## src/glc_consts.vh

```
// constants for the gain loop control block
`ifndef GLC_CONSTS_VH
`define GLC_CONSTS_VH

// register map
`define GLC_CONFIG_ADDR      8'h1c
`define GLC_CONFIG_RESET     8'h91

// field positions in gain_loop_config
`define GLC_HYST_MSB         7
`define GLC_HYST_LSB         6
`define GLC_WAIT_MSB         5
`define GLC_WAIT_LSB         4
`define GLC_HOLD_MSB         3
`define GLC_HOLD_LSB         2
`define GLC_AVG_MSB          1
`define GLC_AVG_LSB          0

// gain hold policies
`define GLC_HOLD_NORMAL      2'h0
`define GLC_HOLD_ON_SYNC     2'h1
`define GLC_HOLD_ANALOG      2'h2
`define GLC_HOLD_ALL         2'h3

// settle wait: samples per wait step, and ook boundary dB per step
`define GLC_WAIT_STEP        6'h08
`define GLC_OOK_STEP_DB      5'h04

// dead zone edges (above target, below target) per hysteresis setting
`define GLC_UP_THR_0         10'h002
`define GLC_DN_THR_0         10'h002
`define GLC_UP_THR_1         10'h002
`define GLC_DN_THR_1         10'h004
`define GLC_UP_THR_2         10'h003
`define GLC_DN_THR_2         10'h006
`define GLC_UP_THR_3         10'h004
`define GLC_DN_THR_3         10'h008

`endif

```

## src/glc_amp_avg.v

```verilog
// amplitude averager over 8, 16, 32 or 64 channel filter samples
`timescale 1ns/1ps
module glc_amp_avg #(
	parameter MAG_W = 8
) (
	// clock and reset
	input  wire             clock_in,
	input  wire             rst_n_in,
	// control
	input  wire             enable_in,
	input  wire [1:0]       len_sel_in,
	// samples
	input  wire             sample_valid_in,
	input  wire [MAG_W-1:0] sample_mag_in,
	// result
	output reg              done_out,
	output reg  [MAG_W-1:0] avg_out
);
	reg  [MAG_W+5:0] acc;
	reg  [5:0]       count;
	wire [5:0]       last_idx;
	wire [MAG_W+5:0] sum;
	wire [MAG_W+5:0] scaled;

	assign last_idx = (6'h08 << len_sel_in) - 6'h01;
	assign sum      = acc + {6'h00, sample_mag_in};
	// divide by the full window so long windows keep their top bits
	assign scaled   = sum >> ({1'b0, len_sel_in} + 3'h3);

	always @(posedge clock_in) begin
		if (!rst_n_in) begin
			acc      <= {(MAG_W+6){1'b0}};
			count    <= 6'h00;
			done_out <= 1'b0;
			avg_out  <= {MAG_W{1'b0}};
		end else begin
			done_out <= 1'b0;
			// disabled means settling: drop partial sums so stale data never mixes in
			if (!enable_in) begin
				acc   <= {(MAG_W+6){1'b0}};
				count <= 6'h00;
			end else if (sample_valid_in) begin
				if (count == last_idx) begin
					avg_out  <= scaled[MAG_W-1:0];
					done_out <= 1'b1;
					acc      <= {(MAG_W+6){1'b0}};
					count    <= 6'h00;
				end else begin
					acc   <= sum;
					count <= count + 6'h01;
				end
			end
		end
	end
endmodule // glc_amp_avg

```

## src/glc_loop_ctrl.v

```verilog
// gain loop control: config register, settle wait, averaging, gain decisions
// Contract
// - two-bit hysteresis select, reset 2; sets dead zone and gain bias
// - after gain change wait 8, 16, 24 or 32 samples; reset 1
// - hold policy 0, the reset value: adjust gain whenever needed
// - hold policy 1: stop changing gain once sync word found
// - hold policy 2: hold analogue gain, keep adjusting digital gain
// - hold policy 3: freeze both gains, allow manual override
// - averaging select, reset 1, averages 8, 16, 32 or 64 samples
// - averaging select also sets OOK boundary 4, 8, 12, 16 dB
`timescale 1ns/1ps
`include "glc_consts.vh"
module glc_loop_ctrl #(
	parameter       MAG_W       = 8,
	parameter       GAIN_W      = 3,
	parameter [7:0] MAG_TARGET  = 8'h40
) (
	// clock and reset
	input  wire              clock_in,
	input  wire              rst_n_in,
	// register port
	input  wire [7:0]        reg_addr_in,
	input  wire              reg_wr_in,
	input  wire [7:0]        reg_wdata_in,
	input  wire              reg_rd_in,
	output reg  [7:0]        reg_rdata_out,
	// channel filter samples and receiver events
	input  wire              sample_valid_in,
	input  wire [MAG_W-1:0]  sample_mag_in,
	input  wire              sync_found_in,
	input  wire              rx_restart_in,
	// manual gain override
	input  wire              manual_load_in,
	input  wire [GAIN_W-1:0] manual_analog_in,
	input  wire [GAIN_W-1:0] manual_digital_in,
	// gain outputs and status
	output reg  [GAIN_W-1:0] analog_gain_out,
	output reg  [GAIN_W-1:0] digital_gain_out,
	output reg               gain_frozen_out,
	output reg               settling_out,
	output reg  [4:0]        ook_boundary_db_out
);
	localparam ST_SETTLE = 1'b0;
	localparam ST_ACCUM  = 1'b1;
	localparam [GAIN_W-1:0] GAIN_MAX = {GAIN_W{1'b1}};

	reg  [7:0]        config_reg;
	reg               state;
	reg  [5:0]        settle_cnt;
	reg               sync_latched;
	wire [1:0]        hyst_sel;
	wire [1:0]        wait_sel;
	wire [1:0]        hold_sel;
	wire [1:0]        avg_sel;
	wire              avg_done;
	wire [MAG_W-1:0]  avg_mag;
	wire [5:0]        settle_last;
	reg  [9:0]        up_thr;
	reg  [9:0]        dn_thr;
	wire signed [9:0] deviation;
	reg               want_down;
	reg               want_up;
	reg               analog_held;
	reg               all_held;
	wire              sync_hold;

	assign hyst_sel    = config_reg[`GLC_HYST_MSB:`GLC_HYST_LSB];
	assign wait_sel    = config_reg[`GLC_WAIT_MSB:`GLC_WAIT_LSB];
	assign hold_sel    = config_reg[`GLC_HOLD_MSB:`GLC_HOLD_LSB];
	assign avg_sel     = config_reg[`GLC_AVG_MSB:`GLC_AVG_LSB];
	assign settle_last = `GLC_WAIT_STEP * ({4'h0, wait_sel} + 6'h01) - 6'h01;
	assign deviation   = $signed({2'b00, avg_mag}) - $signed({2'b00, MAG_TARGET});
	// a sync seen in the deciding cycle already blocks that decision
	assign sync_hold   = sync_latched | sync_found_in;

	//////////////////////////////////////////////////////////////////////////////
	// register port
	always @(posedge clock_in) begin
		if (!rst_n_in) begin
			config_reg    <= `GLC_CONFIG_RESET;
			reg_rdata_out <= 8'h00;
		end else begin
			if (reg_wr_in && reg_addr_in == `GLC_CONFIG_ADDR)
				config_reg <= reg_wdata_in;
			// unmapped reads return zero
			if (reg_rd_in)
				reg_rdata_out <= (reg_addr_in == `GLC_CONFIG_ADDR) ? config_reg : 8'h00;
		end
	end

	//////////////////////////////////////////////////////////////////////////////
	// dead zone and hold decisions
	always @* begin
		// larger hysteresis widens the lower edge at every step, the upper edge only from setting 2 on
		case (hyst_sel)
			2'h0: begin
				up_thr = `GLC_UP_THR_0;
				dn_thr = `GLC_DN_THR_0;
			end
			2'h1: begin
				up_thr = `GLC_UP_THR_1;
				dn_thr = `GLC_DN_THR_1;
			end
			2'h2: begin
				up_thr = `GLC_UP_THR_2;
				dn_thr = `GLC_DN_THR_2;
			end
			default: begin
				up_thr = `GLC_UP_THR_3;
				dn_thr = `GLC_DN_THR_3;
			end
		endcase
		// wider lower edge raises gain less eagerly, so the loop leans to low gain
		want_down = deviation > $signed(up_thr);
		want_up   = deviation < -$signed(dn_thr);
		// held gains are masked here; the state machine reads hold_sel only for the manual load
		case (hold_sel)
			`GLC_HOLD_NORMAL: begin
				analog_held = 1'b0;
				all_held    = 1'b0;
			end
			`GLC_HOLD_ON_SYNC: begin
				analog_held = sync_hold;
				all_held    = sync_hold;
			end
			`GLC_HOLD_ANALOG: begin
				analog_held = 1'b1;
				all_held    = 1'b0;
			end
			default: begin
				analog_held = 1'b1;
				all_held    = 1'b1;
			end
		endcase
	end

	//////////////////////////////////////////////////////////////////////////////
	// averager
	// runs only while accumulating, so leaving that state drops the partial window
	glc_amp_avg #(
		.MAG_W           (MAG_W)
	) u_avg (
		.clock_in        (clock_in),
		.rst_n_in        (rst_n_in),
		.enable_in       (state == ST_ACCUM),
		.len_sel_in      (avg_sel),
		.sample_valid_in (sample_valid_in),
		.sample_mag_in   (sample_mag_in),
		.done_out        (avg_done),
		.avg_out         (avg_mag)
	);

	//////////////////////////////////////////////////////////////////////////////
	// gain loop
	always @(posedge clock_in) begin
		if (!rst_n_in) begin
			state               <= ST_SETTLE;
			settle_cnt          <= 6'h00;
			sync_latched        <= 1'b0;
			// start at the top so weak signals are not lost while converging
			analog_gain_out     <= GAIN_MAX;
			digital_gain_out    <= GAIN_MAX;
			gain_frozen_out     <= 1'b0;
			settling_out        <= 1'b1;
			ook_boundary_db_out <= 5'h00;
		end else begin
			ook_boundary_db_out <= `GLC_OOK_STEP_DB * ({3'h0, avg_sel} + 5'h01);
			gain_frozen_out     <= all_held;
			settling_out        <= (state == ST_SETTLE);
			// sync flag lives until the receiver restarts; a sync in that cycle wins
			if (sync_found_in)
				sync_latched <= 1'b1;
			else if (rx_restart_in)
				sync_latched <= 1'b0;
			if (hold_sel == `GLC_HOLD_ALL && manual_load_in) begin
				analog_gain_out  <= manual_analog_in;
				digital_gain_out <= manual_digital_in;
			end
			// settle, then accumulate; every gain step goes back to settle
			case (state)
				ST_SETTLE: begin
					if (sample_valid_in) begin
						if (settle_cnt >= settle_last) begin
							state      <= ST_ACCUM;
							settle_cnt <= 6'h00;
						end else begin
							settle_cnt <= settle_cnt + 6'h01;
						end
					end
				end
				ST_ACCUM: begin
					if (avg_done && !all_held) begin
						// analogue stage moves first when allowed, digital takes the rest
						if (want_down) begin
							state <= ST_SETTLE;
							if (!analog_held && analog_gain_out != {GAIN_W{1'b0}})
								analog_gain_out <= analog_gain_out - 1'b1;
							else if (digital_gain_out != {GAIN_W{1'b0}})
								digital_gain_out <= digital_gain_out - 1'b1;
							else
								state <= ST_ACCUM;
						end else if (want_up) begin
							state <= ST_SETTLE;
							if (!analog_held && analog_gain_out != GAIN_MAX)
								analog_gain_out <= analog_gain_out + 1'b1;
							else if (digital_gain_out != GAIN_MAX)
								digital_gain_out <= digital_gain_out + 1'b1;
							else
								state <= ST_ACCUM;
						end
					end
				end
				default: state <= ST_SETTLE;
			endcase

			// a manual load is a gain change too, so amplitudes must settle again
			if (hold_sel == `GLC_HOLD_ALL && manual_load_in) begin
				state      <= ST_SETTLE;
				settle_cnt <= 6'h00;
			end
		end
	end
endmodule // glc_loop_ctrl

```

## config.mk

```make
export PLATFORM = sky130hd
export DESIGN_NAME = glc_loop_ctrl
export DESIGN_NICKNAME = d
export VERILOG_FILES = /design/src/glc_amp_avg.v /design/src/glc_loop_ctrl.v
export VERILOG_INCLUDE_DIRS = /design/src
export SDC_FILE = /design/constraint.sdc
export NUM_CORES = 1
export LEC_CHECK = 0
export ABC_AREA = 1
export BUFFER_PORTS_ARGS = -buffer_cell sky130_fd_sc_hd__buf_2
export CORE_AREA = 10 10 85 102
export CTS_BUF_LIST = sky130_fd_sc_hd__clkbuf_8 sky130_fd_sc_hd__clkbuf_16
export CTS_CLUSTER_SIZE = 16
export DETAILED_ROUTE_END_ITERATION = 16
export DIE_AREA = 0 0 95 112
export GPL_TIMING_DRIVEN = 0
export PLACE_DENSITY = 0.88
export SYNTH_ARGS = -nofsm -noshare
export SYNTH_HDL_FRONTEND = slang
export SYNTH_SLANG_ARGS = --single-unit
```

## constraint.sdc

```tcl
create_clock -name clock_in -period 4.35 [get_ports clock_in]
set_input_delay 0.435 -clock clock_in [delete_from_list [all_inputs] [get_ports clock_in]]
set_output_delay 0.435 -clock clock_in [all_outputs]
set_load 0.01 [all_outputs]
```

==> flow_results.xml, run 1 <==
<?xml version="1.0" encoding="UTF-8"?>
<metrics>
  <group name="timing">
    <metric name="setup_slack_of_the_critical_path_after_layout" unit="ns">2.20</metric>
    <metric name="skew" unit="ns">0.00770</metric>
    <metric name="slew_headroom" unit="%">63.6</metric>
    <metric name="post-route-period-util" unit="%">49.5</metric>
    <metric name="post-route-min-period" unit="ns">2.15</metric>
    <metric name="rsz0062_at_grt" unit="">no</metric>
    <metric name="finalSetupTns" unit="ns">0</metric>
    <metric name="finalHoldViolCount" unit="">0</metric>
    <metric name="achievable-frequency" unit="MHz">464</metric>
    <metric name="timing.final.setup_violations" unit="">0</metric>
    <metric name="pins_over_slew_limit" unit="">0</metric>
    <metric name="whs" unit="ns">0.266</metric>
    <metric name="timing_worst_slew_pin_value" unit="ns">0.546</metric>
  </group>
  <group name="clock_network">
    <metric name="cts_inserted_buffers" unit="">9</metric>
    <metric name="max-clock-path-buffers" unit="">2</metric>
    <metric name="postCtsHoldBufs" unit="">0</metric>
    <metric name="cts.htree.levels" unit="">3</metric>
    <metric name="clock_sink_count" unit="">64</metric>
    <metric name="path_clk_slew" unit="ns">0.07</metric>
    <metric name="cts.repair_timing.setup_buffer_count" unit="">0</metric>
    <metric name="cts_root_buffer" unit="">sky130_fd_sc_hd__clkbuf_8</metric>
    <metric name="worst_skew_pair.late_latency" unit="ns">0.35</metric>
    <metric name="cts_tree" unit="">yes</metric>
    <metric name="cts_repair_resize_count" unit="">0</metric>
  </group>
  <group name="logic_synthesis">
    <metric name="yosys_warnings" unit="">0</metric>
    <metric name="synth-seq-area-share" unit="%">32.8</metric>
    <metric name="yosys.area_share.adder" unit="%">10.4</metric>
    <metric name="post_synth_num_cell_types" unit="">35</metric>
    <metric name="main_combinational_cell_family_by_area_after_synthesis" unit="">simple AND/OR/NAND/NOR gates</metric>
    <metric name="post_synthesis_mux_area_share" unit="%">0.576</metric>
    <metric name="synth_compound_area_share" unit="%">12.4</metric>
    <metric name="post_synth_xor_area_fraction" unit="%">2.91</metric>
    <metric name="synthesis.area" unit="µm²">3910</metric>
    <metric name="postSynthAreaPerCell" unit="µm²">6.79</metric>
    <metric name="synth-seq-cells" unit="">64</metric>
    <metric name="syn_inst" unit="">576</metric>
    <metric name="synth-simple-area-share" unit="%">31.5</metric>
  </group>
  <group name="critical_path">
    <metric name="worstSetupStartpointType" unit="">flop</metric>
    <metric name="cp_common_cell" unit="">sky130_fd_sc_hd__inv_1</metric>
    <metric name="worstSetupEndpointType" unit="">flop</metric>
    <metric name="timing_worst_setup_path_type" unit="">reg -&gt; reg</metric>
    <metric name="top_cell_family_by_delay_on_the_critical_path" unit="">simple AND/OR/NAND/NOR gates</metric>
    <metric name="critical-path-slowest-cell" unit="">sky130_fd_sc_hd__dfxtp_1</metric>
    <metric name="timing.critical_path.arrival" unit="ns">2.43</metric>
    <metric name="timing.critical_path.cells" unit="">inv_1, buf_6, ha_1, o21ai_0, nor3_2, nor2_1, inv_1, or2_2, a21oi_1</metric>
    <metric name="critPathMaxStageDelay" unit="ns">0.50</metric>
    <metric name="cp_max_fo" unit="">10</metric>
    <metric name="crit_buf_inv" unit="">3</metric>
    <metric name="required" unit="ns">4.62</metric>
  </group>
  <group name="drt">
    <metric name="wire_per_inst" unit="µm">13.2</metric>
    <metric name="totalWireLength" unit="mm">9.75</metric>
    <metric name="remaining_drc_errors" unit="">0</metric>
    <metric name="drtAntennaViolNets" unit="">0</metric>
    <metric name="via_count" unit="">3902</metric>
    <metric name="drt_iter0_markers" unit="">183</metric>
    <metric name="number_of_iterations_in_the_first_detailed_routing_pass" unit="">4</metric>
    <metric name="vias_per_cell" unit="">5.30</metric>
  </group>
  <group name="job">
    <metric name="drv.max_cap_violation_count" unit="">0</metric>
  </group>
  <group name="floorplanning">
    <metric name="floorplan.io_pins" unit="">59</metric>
    <metric name="fp.dieW" unit="µm">95</metric>
    <metric name="initial_utilization" unit="%">58.5</metric>
    <metric name="core_footprint" unit="µm²">6690</metric>
    <metric name="placementRows" unit="">33</metric>
    <metric name="floorplan.die.height" unit="µm">112</metric>
    <metric name="floorplan.die_area" unit="µm²">10600</metric>
  </group>
  <group name="global_route">
    <metric name="pin_count_of_the_biggest_net_entering_global_routing" unit="">13</metric>
    <metric name="grt_pass1_wl" unit="mm">16.5</metric>
    <metric name="globalRoute.totalOverflow" unit="">0</metric>
    <metric name="grt_use_total" unit="%">18.4</metric>
    <metric name="first_global_vias" unit="">3918</metric>
    <metric name="grt_antenna_before_repair" unit="">0</metric>
  </group>
  <group name="pwr">
    <metric name="ir_drop" unit="V">0.000209</metric>
    <metric name="design_power_total" unit="mW">1.15</metric>
    <metric name="power_density" unit="nW/µm²">256</metric>
    <metric name="power_leakage" unit="nW">2.21</metric>
  </group>
  <group name="final_layout">
    <metric name="biggest_register" unit="">u_avg.acc</metric>
    <metric name="final_cells" unit="">736</metric>
    <metric name="drive_above_1_share" unit="%">14.2</metric>
    <metric name="layout-area-overhead-vs-synth" unit="%">14.6</metric>
    <metric name="fin_nets" unit="">714</metric>
    <metric name="top_library_cells_by_usage_in_the_layout_fill_and_taps_aside" unit="">167 x sky130_fd_sc_hd__nand2_1, 66 x sky130_fd_sc_hd__inv_1, 64 x sky130_fd_sc_hd__dfxtp_1, 57 x sky130_fd_sc_hd__buf_2, 56 x sky130_fd_sc_hd__nand3_1</metric>
    <metric name="final_common_cell" unit="">sky130_fd_sc_hd__nand2_1</metric>
    <metric name="antenna_cells_inserted" unit="">0</metric>
    <metric name="final_cell_area" unit="µm²">4480</metric>
    <metric name="largest_register_ff_count" unit="">14</metric>
    <metric name="layout.core_utilization" unit="%">67.0</metric>
  </group>
  <group name="outcome">
    <metric name="result_of_the_run" unit="">finished clean</metric>
  </group>
  <group name="worst_hold_path">
    <metric name="hold_path.class" unit="">in -&gt; reg</metric>
  </group>
  <group name="placed_design">
    <metric name="dpl_cell_area" unit="µm²">4300</metric>
    <metric name="post-place-cells" unit="">720</metric>
    <metric name="dp_worst_setup_slack" unit="ns">2.02</metric>
    <metric name="numPortBuffers" unit="">55</metric>
    <metric name="gp_congestion" unit="">0.898</metric>
    <metric name="place_hpwl" unit="mm">7.61</metric>
  </group>
</metrics>
-- synth_stat cells --
library cell,instances,share of area (%)
sky130_fd_sc_hd__nand4_1,9,1.4
sky130_fd_sc_hd__a21oi_2,2,0.45
sky130_fd_sc_hd__nor4_1,1,0.16
sky130_fd_sc_hd__nor3_2,1,0.26
sky130_fd_sc_hd__o21ai_0,28,3.6
sky130_fd_sc_hd__o211ai_1,3,0.58
sky130_fd_sc_hd__clkbuf_1,8,0.77
sky130_fd_sc_hd__nand3_1,56,7.2
sky130_fd_sc_hd__a211oi_1,1,0.19
sky130_fd_sc_hd__o21ai_2,1,0.22
sky130_fd_sc_hd__dfxtp_1,64,33
sky130_fd_sc_hd__o21a_1,2,0.38
sky130_fd_sc_hd__xor2_1,8,1.8
sky130_fd_sc_hd__a21o_1,1,0.19
sky130_fd_sc_hd__a31oi_1,4,0.64
sky130_fd_sc_hd__nor2_1,40,3.8
sky130_fd_sc_hd__clkinv_1,1,0.096
sky130_fd_sc_hd__or2_2,2,0.32
sky130_fd_sc_hd__nand2_1,167,16
sky130_fd_sc_hd__inv_2,2,0.19
sky130_fd_sc_hd__inv_1,66,6.3
sky130_fd_sc_hd__buf_2,2,0.26
sky130_fd_sc_hd__nand3b_1,5,0.96
sky130_fd_sc_hd__nor3b_1,2,0.38
sky130_fd_sc_hd__mux2_2,2,0.58
sky130_fd_sc_hd__buf_4,4,0.77
sky130_fd_sc_hd__nor2_4,2,0.58
sky130_fd_sc_hd__nor3_1,3,0.38
sky130_fd_sc_hd__fa_1,1,0.51
sky130_fd_sc_hd__o31ai_1,1,0.19
sky130_fd_sc_hd__xnor2_1,5,1.1
sky130_fd_sc_hd__ha_1,31,9.9
sky130_fd_sc_hd__a21oi_1,47,6.0
sky130_fd_sc_hd__conb_1,1,0.096
sky130_fd_sc_hd__buf_6,3,0.86
-- cells by family (layout without fill, tap and decap cells) --
group,Yosys count,after routing
compound gates,90,90
xor+xnor,13,13
fa+ha+maj,32,32
buf+inv,86,157
flops,64,64
mux,2,2
other cells,1,3
simple gates,288,288
-- path summary, 6_finish.rpt --
check                      from                to  slack [ns]  cells after the start
setup / recovery  config_reg[0]      u_avg.acc[4]        2.20                      9
hold / removal    rx_restart_in      sync_latched        0.27                      2
setup reg to reg  config_reg[0]      u_avg.acc[4]        2.20                      9
hold reg to reg   config_reg[4]  reg_rdata_out[4]        0.47                      2
-- final cells by class --
class / instances / area (µm²)
clock buffer: 10 / 138
tap: 87 / 109
clock inverter: 6 / 42.5
buffer: 17 / 104
inverter: 69 / 259
timing repair buffer: 55 / 275
multi-input combinational: 428 / 2270
fill: 604 / 2210
sequential: 64 / 1280
-- layer usage --
| layer | share of wire [%] | track usage (%) |
|---|---|---|
| met1 | 40 | 18.9 |
| met2 | 50 | 33.4 |
| met5 | 0 | 0 |
| met3 | 7.2 | 4.91 |
| met4 | 2.5 | 8.10 |
-- power by group --
group	switching (mW)	internal [mW]
combinational	0.0470	0.0323
sequential	0.00383	0.592
clock	0.249	0.223
No activity file was read; power rests on OpenSTA's default activity.
==> inputs of run 2 (changes only) <==
--- a/config.mk
+++ b/config.mk
@@ -8,13 +8,13 @@
 export LEC_CHECK = 0
 export ABC_AREA = 1
 export BUFFER_PORTS_ARGS = -buffer_cell sky130_fd_sc_hd__buf_2
-export CORE_AREA = 10 10 85 102
+export CORE_AREA = 10 10 91 109
 export CTS_BUF_LIST = sky130_fd_sc_hd__clkbuf_8 sky130_fd_sc_hd__clkbuf_16
 export CTS_CLUSTER_SIZE = 16
 export DETAILED_ROUTE_END_ITERATION = 16
-export DIE_AREA = 0 0 95 112
+export DIE_AREA = 0 0 101 119
 export GPL_TIMING_DRIVEN = 0
-export PLACE_DENSITY = 0.88
+export PLACE_DENSITY = 0.81
 export SYNTH_ARGS = -nofsm -noshare
 export SYNTH_HDL_FRONTEND = slang
 export SYNTH_SLANG_ARGS = --single-unit
==> constraint.sdc (replaced) <==
create_clock -name clock_in -period 1.9 [get_ports clock_in]
set_input_delay 0.19 -clock clock_in [delete_from_list [all_inputs] [get_ports clock_in]]
set_output_delay 0.19 -clock clock_in [all_outputs]
set_load 0.01 [all_outputs]
==> flow_results.xml, run 2 (same netlist as run 1, synthesis figures left out) <==
<?xml version="1.0" encoding="UTF-8"?>
<metrics>
  <group name="final_layout">
    <metric name="final_common_cell" unit="">sky130_fd_sc_hd__nand2_1</metric>
    <metric name="antenna_cells_inserted" unit="">0</metric>
    <metric name="final_cells" unit="">761</metric>
    <metric name="layout-area-overhead-vs-synth" unit="%">29.1</metric>
    <metric name="layout.core_utilization" unit="%">64.1</metric>
    <metric name="biggest_register" unit="">u_avg.acc</metric>
    <metric name="drive_above_1_share" unit="%">26.4</metric>
    <metric name="top_library_cells_by_usage_in_the_layout_fill_and_taps_aside" unit="">148 x sky130_fd_sc_hd__nand2_1, 63 x sky130_fd_sc_hd__inv_1, 58 x sky130_fd_sc_hd__dfxtp_1, 57 x sky130_fd_sc_hd__buf_2, 45 x sky130_fd_sc_hd__nand3_1</metric>
    <metric name="largest_register_ff_count" unit="">14</metric>
    <metric name="fin_nets" unit="">731</metric>
  </group>
  <group name="timing">
    <metric name="slew_headroom" unit="%">49.1</metric>
    <metric name="pins_over_slew_limit" unit="">0</metric>
    <metric name="post-route-min-period" unit="ns">1.89</metric>
    <metric name="timing.final.setup_violations" unit="">0</metric>
    <metric name="timing_worst_slew_pin_value" unit="ns">0.761</metric>
    <metric name="skew" unit="ns">0.0157</metric>
    <metric name="post-route-period-util" unit="%">99.3</metric>
    <metric name="achievable-frequency" unit="MHz">530</metric>
    <metric name="finalHoldViolCount" unit="">0</metric>
    <metric name="rsz0062_at_grt" unit="">yes</metric>
  </group>
  <group name="critical_path">
    <metric name="cp_max_fo" unit="">5</metric>
    <metric name="timing_worst_setup_path_type" unit="">reg -&gt; reg</metric>
    <metric name="crit-reg2reg-launch" unit="">config_reg[7]</metric>
    <metric name="worstSetupEndpointType" unit="">flop</metric>
    <metric name="worstSetupStartpointType" unit="">flop</metric>
    <metric name="required" unit="ns">2.15</metric>
    <metric name="timing.critical_path.arrival" unit="ns">2.14</metric>
    <metric name="startpoint" unit="">config_reg[7]</metric>
  </group>
  <group name="drt">
    <metric name="via_count" unit="">4137</metric>
    <metric name="drt_iter0_markers" unit="">226</metric>
    <metric name="remaining_drc_errors" unit="">0</metric>
    <metric name="vias_per_cell" unit="">5.44</metric>
    <metric name="wire_per_inst" unit="µm">14.5</metric>
    <metric name="totalWireLength" unit="mm">11.0</metric>
    <metric name="number_of_iterations_in_the_first_detailed_routing_pass" unit="">7</metric>
    <metric name="drtAntennaViolNets" unit="">0</metric>
  </group>
  <group name="global_route">
    <metric name="pin_count_of_the_biggest_net_entering_global_routing" unit="">14</metric>
    <metric name="grt_pass1_wl" unit="mm">16.9</metric>
    <metric name="grt_use_total" unit="%">16.6</metric>
    <metric name="grt_antenna_before_repair" unit="">0</metric>
    <metric name="globalRoute.totalOverflow" unit="">0</metric>
    <metric name="first_global_vias" unit="">3982</metric>
  </group>
  <group name="outcome">
    <metric name="result_of_the_run" unit="">finished clean</metric>
  </group>
  <group name="clock_network">
    <metric name="worst_skew_pair.late_latency" unit="ns">0.35</metric>
    <metric name="max-clock-path-buffers" unit="">2</metric>
    <metric name="cts_tree" unit="">yes</metric>
    <metric name="cts_inserted_buffers" unit="">9</metric>
    <metric name="clock_sink_count" unit="">64</metric>
    <metric name="cts_root_buffer" unit="">sky130_fd_sc_hd__clkbuf_8</metric>
    <metric name="path_clk_slew" unit="ns">0.08</metric>
    <metric name="cts.htree.levels" unit="">3</metric>
  </group>
  <group name="floorplanning">
    <metric name="initial_utilization" unit="%">49.6</metric>
    <metric name="fp.dieW" unit="µm">101</metric>
    <metric name="core_footprint" unit="µm²">7880</metric>
    <metric name="floorplan.die.height" unit="µm">119</metric>
    <metric name="floorplan.die_area" unit="µm²">12000</metric>
    <metric name="placementRows" unit="">36</metric>
    <metric name="floorplan.io_pins" unit="">59</metric>
  </group>
  <group name="placed_design">
    <metric name="place_hpwl" unit="mm">7.55</metric>
    <metric name="post-place-cells" unit="">728</metric>
    <metric name="numPortBuffers" unit="">55</metric>
    <metric name="gp_congestion" unit="">0.881</metric>
  </group>
  <group name="pwr">
    <metric name="ir_drop" unit="V">0.000479</metric>
    <metric name="power_leakage" unit="nW">2.37</metric>
    <metric name="power_density" unit="nW/µm²">575</metric>
  </group>
  <group name="worst_hold_path">
    <metric name="hp-start" unit="">reg_wdata_in[4]</metric>
    <metric name="hold_path.class" unit="">in -&gt; reg</metric>
  </group>
  <group name="job">
    <metric name="drv.max_cap_violation_count" unit="">0</metric>
  </group>
</metrics>
run 2: through the flow:
step / TNS (ns) / setup WS [ns] / total power [mW] / area (µm²) / hold WS [ns]
after floorplan: 0 / 0.0409 / 1.50 / 3920 / 0.281
after global placement: -1.93 / -0.159 / 1.57 / 4310 / 0.369
after detailed placement: -4.01 / -0.226 / 1.58 / 4310 / 0.376
after CTS: 0 / 0.00647 / 2.90 / 4670 / 0.0411
after global routing: -0.976 / -0.119 / 2.99 / 5050 / 0.0918
final: 0 / 0.0131 / 2.90 / 5050 / 0.0696
run 2: worst max-delay path, stage by stage (launching register included):
cell	delay (ns)
sky130_fd_sc_hd__dfxtp_4	0.37
sky130_fd_sc_hd__inv_2	0.06
sky130_fd_sc_hd__nor2_2	0.03
sky130_fd_sc_hd__ha_1	0.29
sky130_fd_sc_hd__nand2_1	0.08
sky130_fd_sc_hd__nor3_2	0.15
sky130_fd_sc_hd__nand3_1	0.09
sky130_fd_sc_hd__nand3_1	0.10
sky130_fd_sc_hd__nand2_2	0.07
sky130_fd_sc_hd__buf_6	0.14
sky130_fd_sc_hd__o21ai_4	0.07
sky130_fd_sc_hd__nand3_4	0.10
sky130_fd_sc_hd__a21oi_2	0.17
sky130_fd_sc_hd__nand2_1	0.07
run 2: final cells by class:
| class | count | area [µm²] |
|---|---|---|
| Fill cell | 623 | 2830 |
| Multi-Input combinational cell | 428 | 2610 |
| Sequential cell | 64 | 1300 |
| Timing Repair Buffer | 72 | 423 |
| Inverter | 69 | 262 |
| Clock buffer | 9 | 124 |
| Tap cell | 95 | 119 |
| Buffer | 17 | 114 |
| Clock inverter | 7 | 103 |
run 2: power by group:
group / internal, mW / switching (mW) / leakage (nW)
logic: 0.0852 / 0.122 / 1.74
clock network: 0.751 / 0.585 / 0.110
registers: 1.35 / 0.00873 / 0.521
run 2: path summary, 6_finish.rpt:
kind | end | slack, ns | cells after the start
worst max register to register | digital_gain_out[2] | 0.01 | 13
worst max-delay path | digital_gain_out[2] | 0.01 | 13
worst min register to register | reg_rdata_out[5] | 0.48 | 2
worst min-delay path | config_reg[4] | 0.07 | 3
run 2: routing by layer:
layer | share of wire (%) | up-vias | GRT usage [%]
met5 | 0 | - | 0
met4 | 2.5 | 0 | 6.20
met3 | 6.6 | 37 | 4.22
met2 | 52 | 140 | 30.4
met1 | 39 | 1920 | 17.5
li1 | - | 2040 | -
run 2: what timing repair did:
item / CTS / global route
hold endpoints to repair: 1 / 0
resized for setup: 29 / 69
buffers inserted: 3 / 11
gates cloned: 1 / 1
hold buffers: 1 / 0
endpoints found under the setup margin: 28 / 21
pin swaps: 6 / 37
==> inputs of run 3 (changes only) <==
--- a/config.mk
+++ b/config.mk
@@ -8,13 +8,13 @@
 export LEC_CHECK = 0
 export ABC_AREA = 1
 export BUFFER_PORTS_ARGS = -buffer_cell sky130_fd_sc_hd__buf_2
-export CORE_AREA = 10 10 91 109
+export CORE_AREA = 8 8 89 107
 export CTS_BUF_LIST = sky130_fd_sc_hd__clkbuf_8 sky130_fd_sc_hd__clkbuf_16
 export CTS_CLUSTER_SIZE = 16
 export DETAILED_ROUTE_END_ITERATION = 16
-export DIE_AREA = 0 0 101 119
+export DIE_AREA = 0 0 97 115
 export GPL_TIMING_DRIVEN = 0
-export PLACE_DENSITY = 0.81
+export PLACE_DENSITY = 0.75
 export SYNTH_ARGS = -nofsm -noshare
 export SYNTH_HDL_FRONTEND = slang
 export SYNTH_SLANG_ARGS = --single-unit
==> flow_results.xml, run 3 (same netlist as run 1, synthesis figures left out) <==
<?xml version="1.0" encoding="UTF-8"?>
<metrics>
  <group name="outcome">
    <metric name="result_of_the_run" unit="">finished clean</metric>
  </group>
  <group name="timing">
    <metric name="skew" unit="ns">0.00731</metric>
    <metric name="post-route-period-util" unit="%">100</metric>
    <metric name="slew_headroom" unit="%">61.1</metric>
    <metric name="post-route-min-period" unit="ns">1.90</metric>
    <metric name="rsz0062_at_grt" unit="">yes</metric>
    <metric name="finalHoldViolCount" unit="">0</metric>
    <metric name="timing.final.setup_violations" unit="">0</metric>
    <metric name="pins_over_slew_limit" unit="">0</metric>
    <metric name="timing_worst_slew_pin_value" unit="ns">0.584</metric>
    <metric name="achievable-frequency" unit="MHz">526</metric>
    <metric name="finalSetupTns" unit="ns">0</metric>
  </group>
  <group name="final_layout">
    <metric name="biggest_register" unit="">u_avg.acc</metric>
    <metric name="final_cells" unit="">764</metric>
    <metric name="drive_above_1_share" unit="%">26.0</metric>
    <metric name="final_cell_area" unit="µm²">4990</metric>
    <metric name="layout-area-overhead-vs-synth" unit="%">27.5</metric>
    <metric name="largest_register_ff_count" unit="">14</metric>
    <metric name="top_library_cells_by_usage_in_the_layout_fill_and_taps_aside" unit="">150 x sky130_fd_sc_hd__nand2_1, 63 x sky130_fd_sc_hd__inv_1, 59 x sky130_fd_sc_hd__dfxtp_1, 57 x sky130_fd_sc_hd__buf_2, 43 x sky130_fd_sc_hd__nand3_1</metric>
    <metric name="layout.core_utilization" unit="%">63.3</metric>
    <metric name="fin_nets" unit="">734</metric>
    <metric name="antenna_cells_inserted" unit="">0</metric>
    <metric name="final_common_cell" unit="">sky130_fd_sc_hd__nand2_1</metric>
  </group>
  <group name="clock_network">
    <metric name="cts_inserted_buffers" unit="">9</metric>
    <metric name="max-clock-path-buffers" unit="">2</metric>
    <metric name="worst_skew_pair.late_latency" unit="ns">0.34</metric>
    <metric name="cts_tree" unit="">yes</metric>
    <metric name="cts.htree.levels" unit="">3</metric>
    <metric name="path_clk_slew" unit="ns">0.08</metric>
    <metric name="cts_root_buffer" unit="">sky130_fd_sc_hd__clkbuf_8</metric>
    <metric name="clock_sink_count" unit="">64</metric>
  </group>
  <group name="pwr">
    <metric name="power_leakage" unit="nW">2.35</metric>
    <metric name="ir_drop" unit="V">0.000456</metric>
    <metric name="power_density" unit="nW/µm²">532</metric>
    <metric name="design_power_total" unit="mW">2.65</metric>
  </group>
  <group name="global_route">
    <metric name="pin_count_of_the_biggest_net_entering_global_routing" unit="">13</metric>
    <metric name="grt_antenna_before_repair" unit="">0</metric>
    <metric name="grt_use_total" unit="%">18.0</metric>
    <metric name="first_global_vias" unit="">3925</metric>
    <metric name="grt_pass1_wl" unit="mm">17.0</metric>
    <metric name="globalRoute.totalOverflow" unit="">0</metric>
  </group>
  <group name="floorplanning">
    <metric name="initial_utilization" unit="%">49.6</metric>
    <metric name="floorplan.die.height" unit="µm">115</metric>
    <metric name="floorplan.io_pins" unit="">59</metric>
    <metric name="placementRows" unit="">36</metric>
    <metric name="floorplan.die_area" unit="µm²">11200</metric>
    <metric name="core_footprint" unit="µm²">7880</metric>
    <metric name="fp.dieW" unit="µm">97</metric>
  </group>
  <group name="drt">
    <metric name="number_of_iterations_in_the_first_detailed_routing_pass" unit="">4</metric>
    <metric name="drt_iter0_markers" unit="">238</metric>
    <metric name="vias_per_cell" unit="">5.30</metric>
    <metric name="remaining_drc_errors" unit="">0</metric>
    <metric name="totalWireLength" unit="mm">10.5</metric>
    <metric name="via_count" unit="">4051</metric>
    <metric name="wire_per_inst" unit="µm">13.7</metric>
    <metric name="drtAntennaViolNets" unit="">0</metric>
  </group>
  <group name="critical_path">
    <metric name="worstSetupStartpointType" unit="">flop</metric>
    <metric name="crit-reg2reg-launch" unit="">u_avg.acc[0]</metric>
    <metric name="worstSetupEndpointType" unit="">flop</metric>
    <metric name="timing.critical_path.arrival" unit="ns">2.15</metric>
    <metric name="required" unit="ns">2.15</metric>
    <metric name="timing_worst_setup_path_type" unit="">reg -&gt; reg</metric>
    <metric name="startpoint" unit="">u_avg.acc[0]</metric>
    <metric name="cp_max_fo" unit="">5</metric>
  </group>
  <group name="worst_hold_path">
    <metric name="hold_path.class" unit="">in -&gt; reg</metric>
    <metric name="hp-start" unit="">reg_wdata_in[4]</metric>
  </group>
  <group name="job">
    <metric name="drv.max_cap_violation_count" unit="">0</metric>
  </group>
  <group name="placed_design">
    <metric name="gp_congestion" unit="">0.873</metric>
    <metric name="dpl_cell_area" unit="µm²">4310</metric>
    <metric name="post-place-cells" unit="">728</metric>
    <metric name="numPortBuffers" unit="">55</metric>
    <metric name="place_hpwl" unit="mm">7.43</metric>
  </group>
</metrics>
==> run 3: cell count changes in the layout (fill, tap and decap cells not counted), sizes merged <==
cell	change
buf	+3
inv	-2
clkbuf	+1
bufinv	-2
clkinvlp	+2
clkinv	+1
==> run 3: area by class of cell <==
cell class | instances | area (µm²)
Tap cell | 95 | 119
Fill cell | 665 | 2900
Inverter | 69 | 264
Timing Repair Buffer | 75 | 433
Clock buffer | 10 | 138
Sequential cell | 64 | 1290
Clock inverter | 6 | 45.0
Buffer | 17 | 114
Multi-Input combinational cell | 428 | 2580
==> run 3: routing by layer <==
layer	global-route usage, %	wire, µm	up-vias	part of all wire, %
li1	-	-	2048	-
met3	4.51	459	25	4.4
met4	7.40	233	0	2.2
met1	18.9	4230	1886	40
met2	33.4	5550	92	53
met5	0	0	-	0
==> run 3: per-stage QoR <==
| step | hold WS (ns) | setup slack, ns |
|---|---|---|
| final | 0.0695 | 0.0000246 |
| after CTS | 0.0519 | 0.00251 |
| after detailed placement | 0.367 | -0.232 |
| after global placement | 0.368 | -0.208 |
| after global routing | 0.0722 | -0.0892 |
| after floorplan | 0.281 | 0.0409 |
==> run 3: what timing repair did <==
item | in CTS | in global routing
setup buffers | 12 | 6
cloned | 1 | 1
resized for setup | 21 | 69
setup endpoints to repair | 27 | 31
endpoints found under the hold margin | 1 | 0
pin swaps | 7 | 36
hold buffers | 1 | 0
==> run 3: final timing paths <==
check / end / slack (ns) / cells past startpoint
worst max-delay path: u_avg.avg_out[7] / 0.00002 / 14
worst min-delay path: config_reg[4] / 0.07 / 3
worst max register to register: u_avg.avg_out[7] / 0.00002 / 14
worst min register to register: reg_rdata_out[5] / 0.47 / 2
==> run 3: worst max-delay path: stages (launching register included) <==
cell and delay, ns:
sky130_fd_sc_hd__dfxtp_2 0.34, sky130_fd_sc_hd__ha_4 0.17, sky130_fd_sc_hd__fa_2 0.41, sky130_fd_sc_hd__nand2_4 0.10
sky130_fd_sc_hd__nand2_4 0.07, sky130_fd_sc_hd__nand3_4 0.10, sky130_fd_sc_hd__nand2_4 0.07, sky130_fd_sc_hd__nand3b_1 0.13
sky130_fd_sc_hd__nand2_2 0.07, sky130_fd_sc_hd__nand2_2 0.08, sky130_fd_sc_hd__nand2_1 0.05, sky130_fd_sc_hd__nand2_1 0.05
sky130_fd_sc_hd__nand3_1 0.06, sky130_fd_sc_hd__nand2_1 0.06, sky130_fd_sc_hd__inv_1 0.03
==> run 3: report_power, final <==
group / leakage, nW / switching (mW) / internal, mW
registers: 0.520 / 0.00878 / 1.35
logic: 1.75 / 0.119 / 0.0874
clock network: 0.0845 / 0.573 / 0.510
total: 2.35 / 0.701 / 1.95
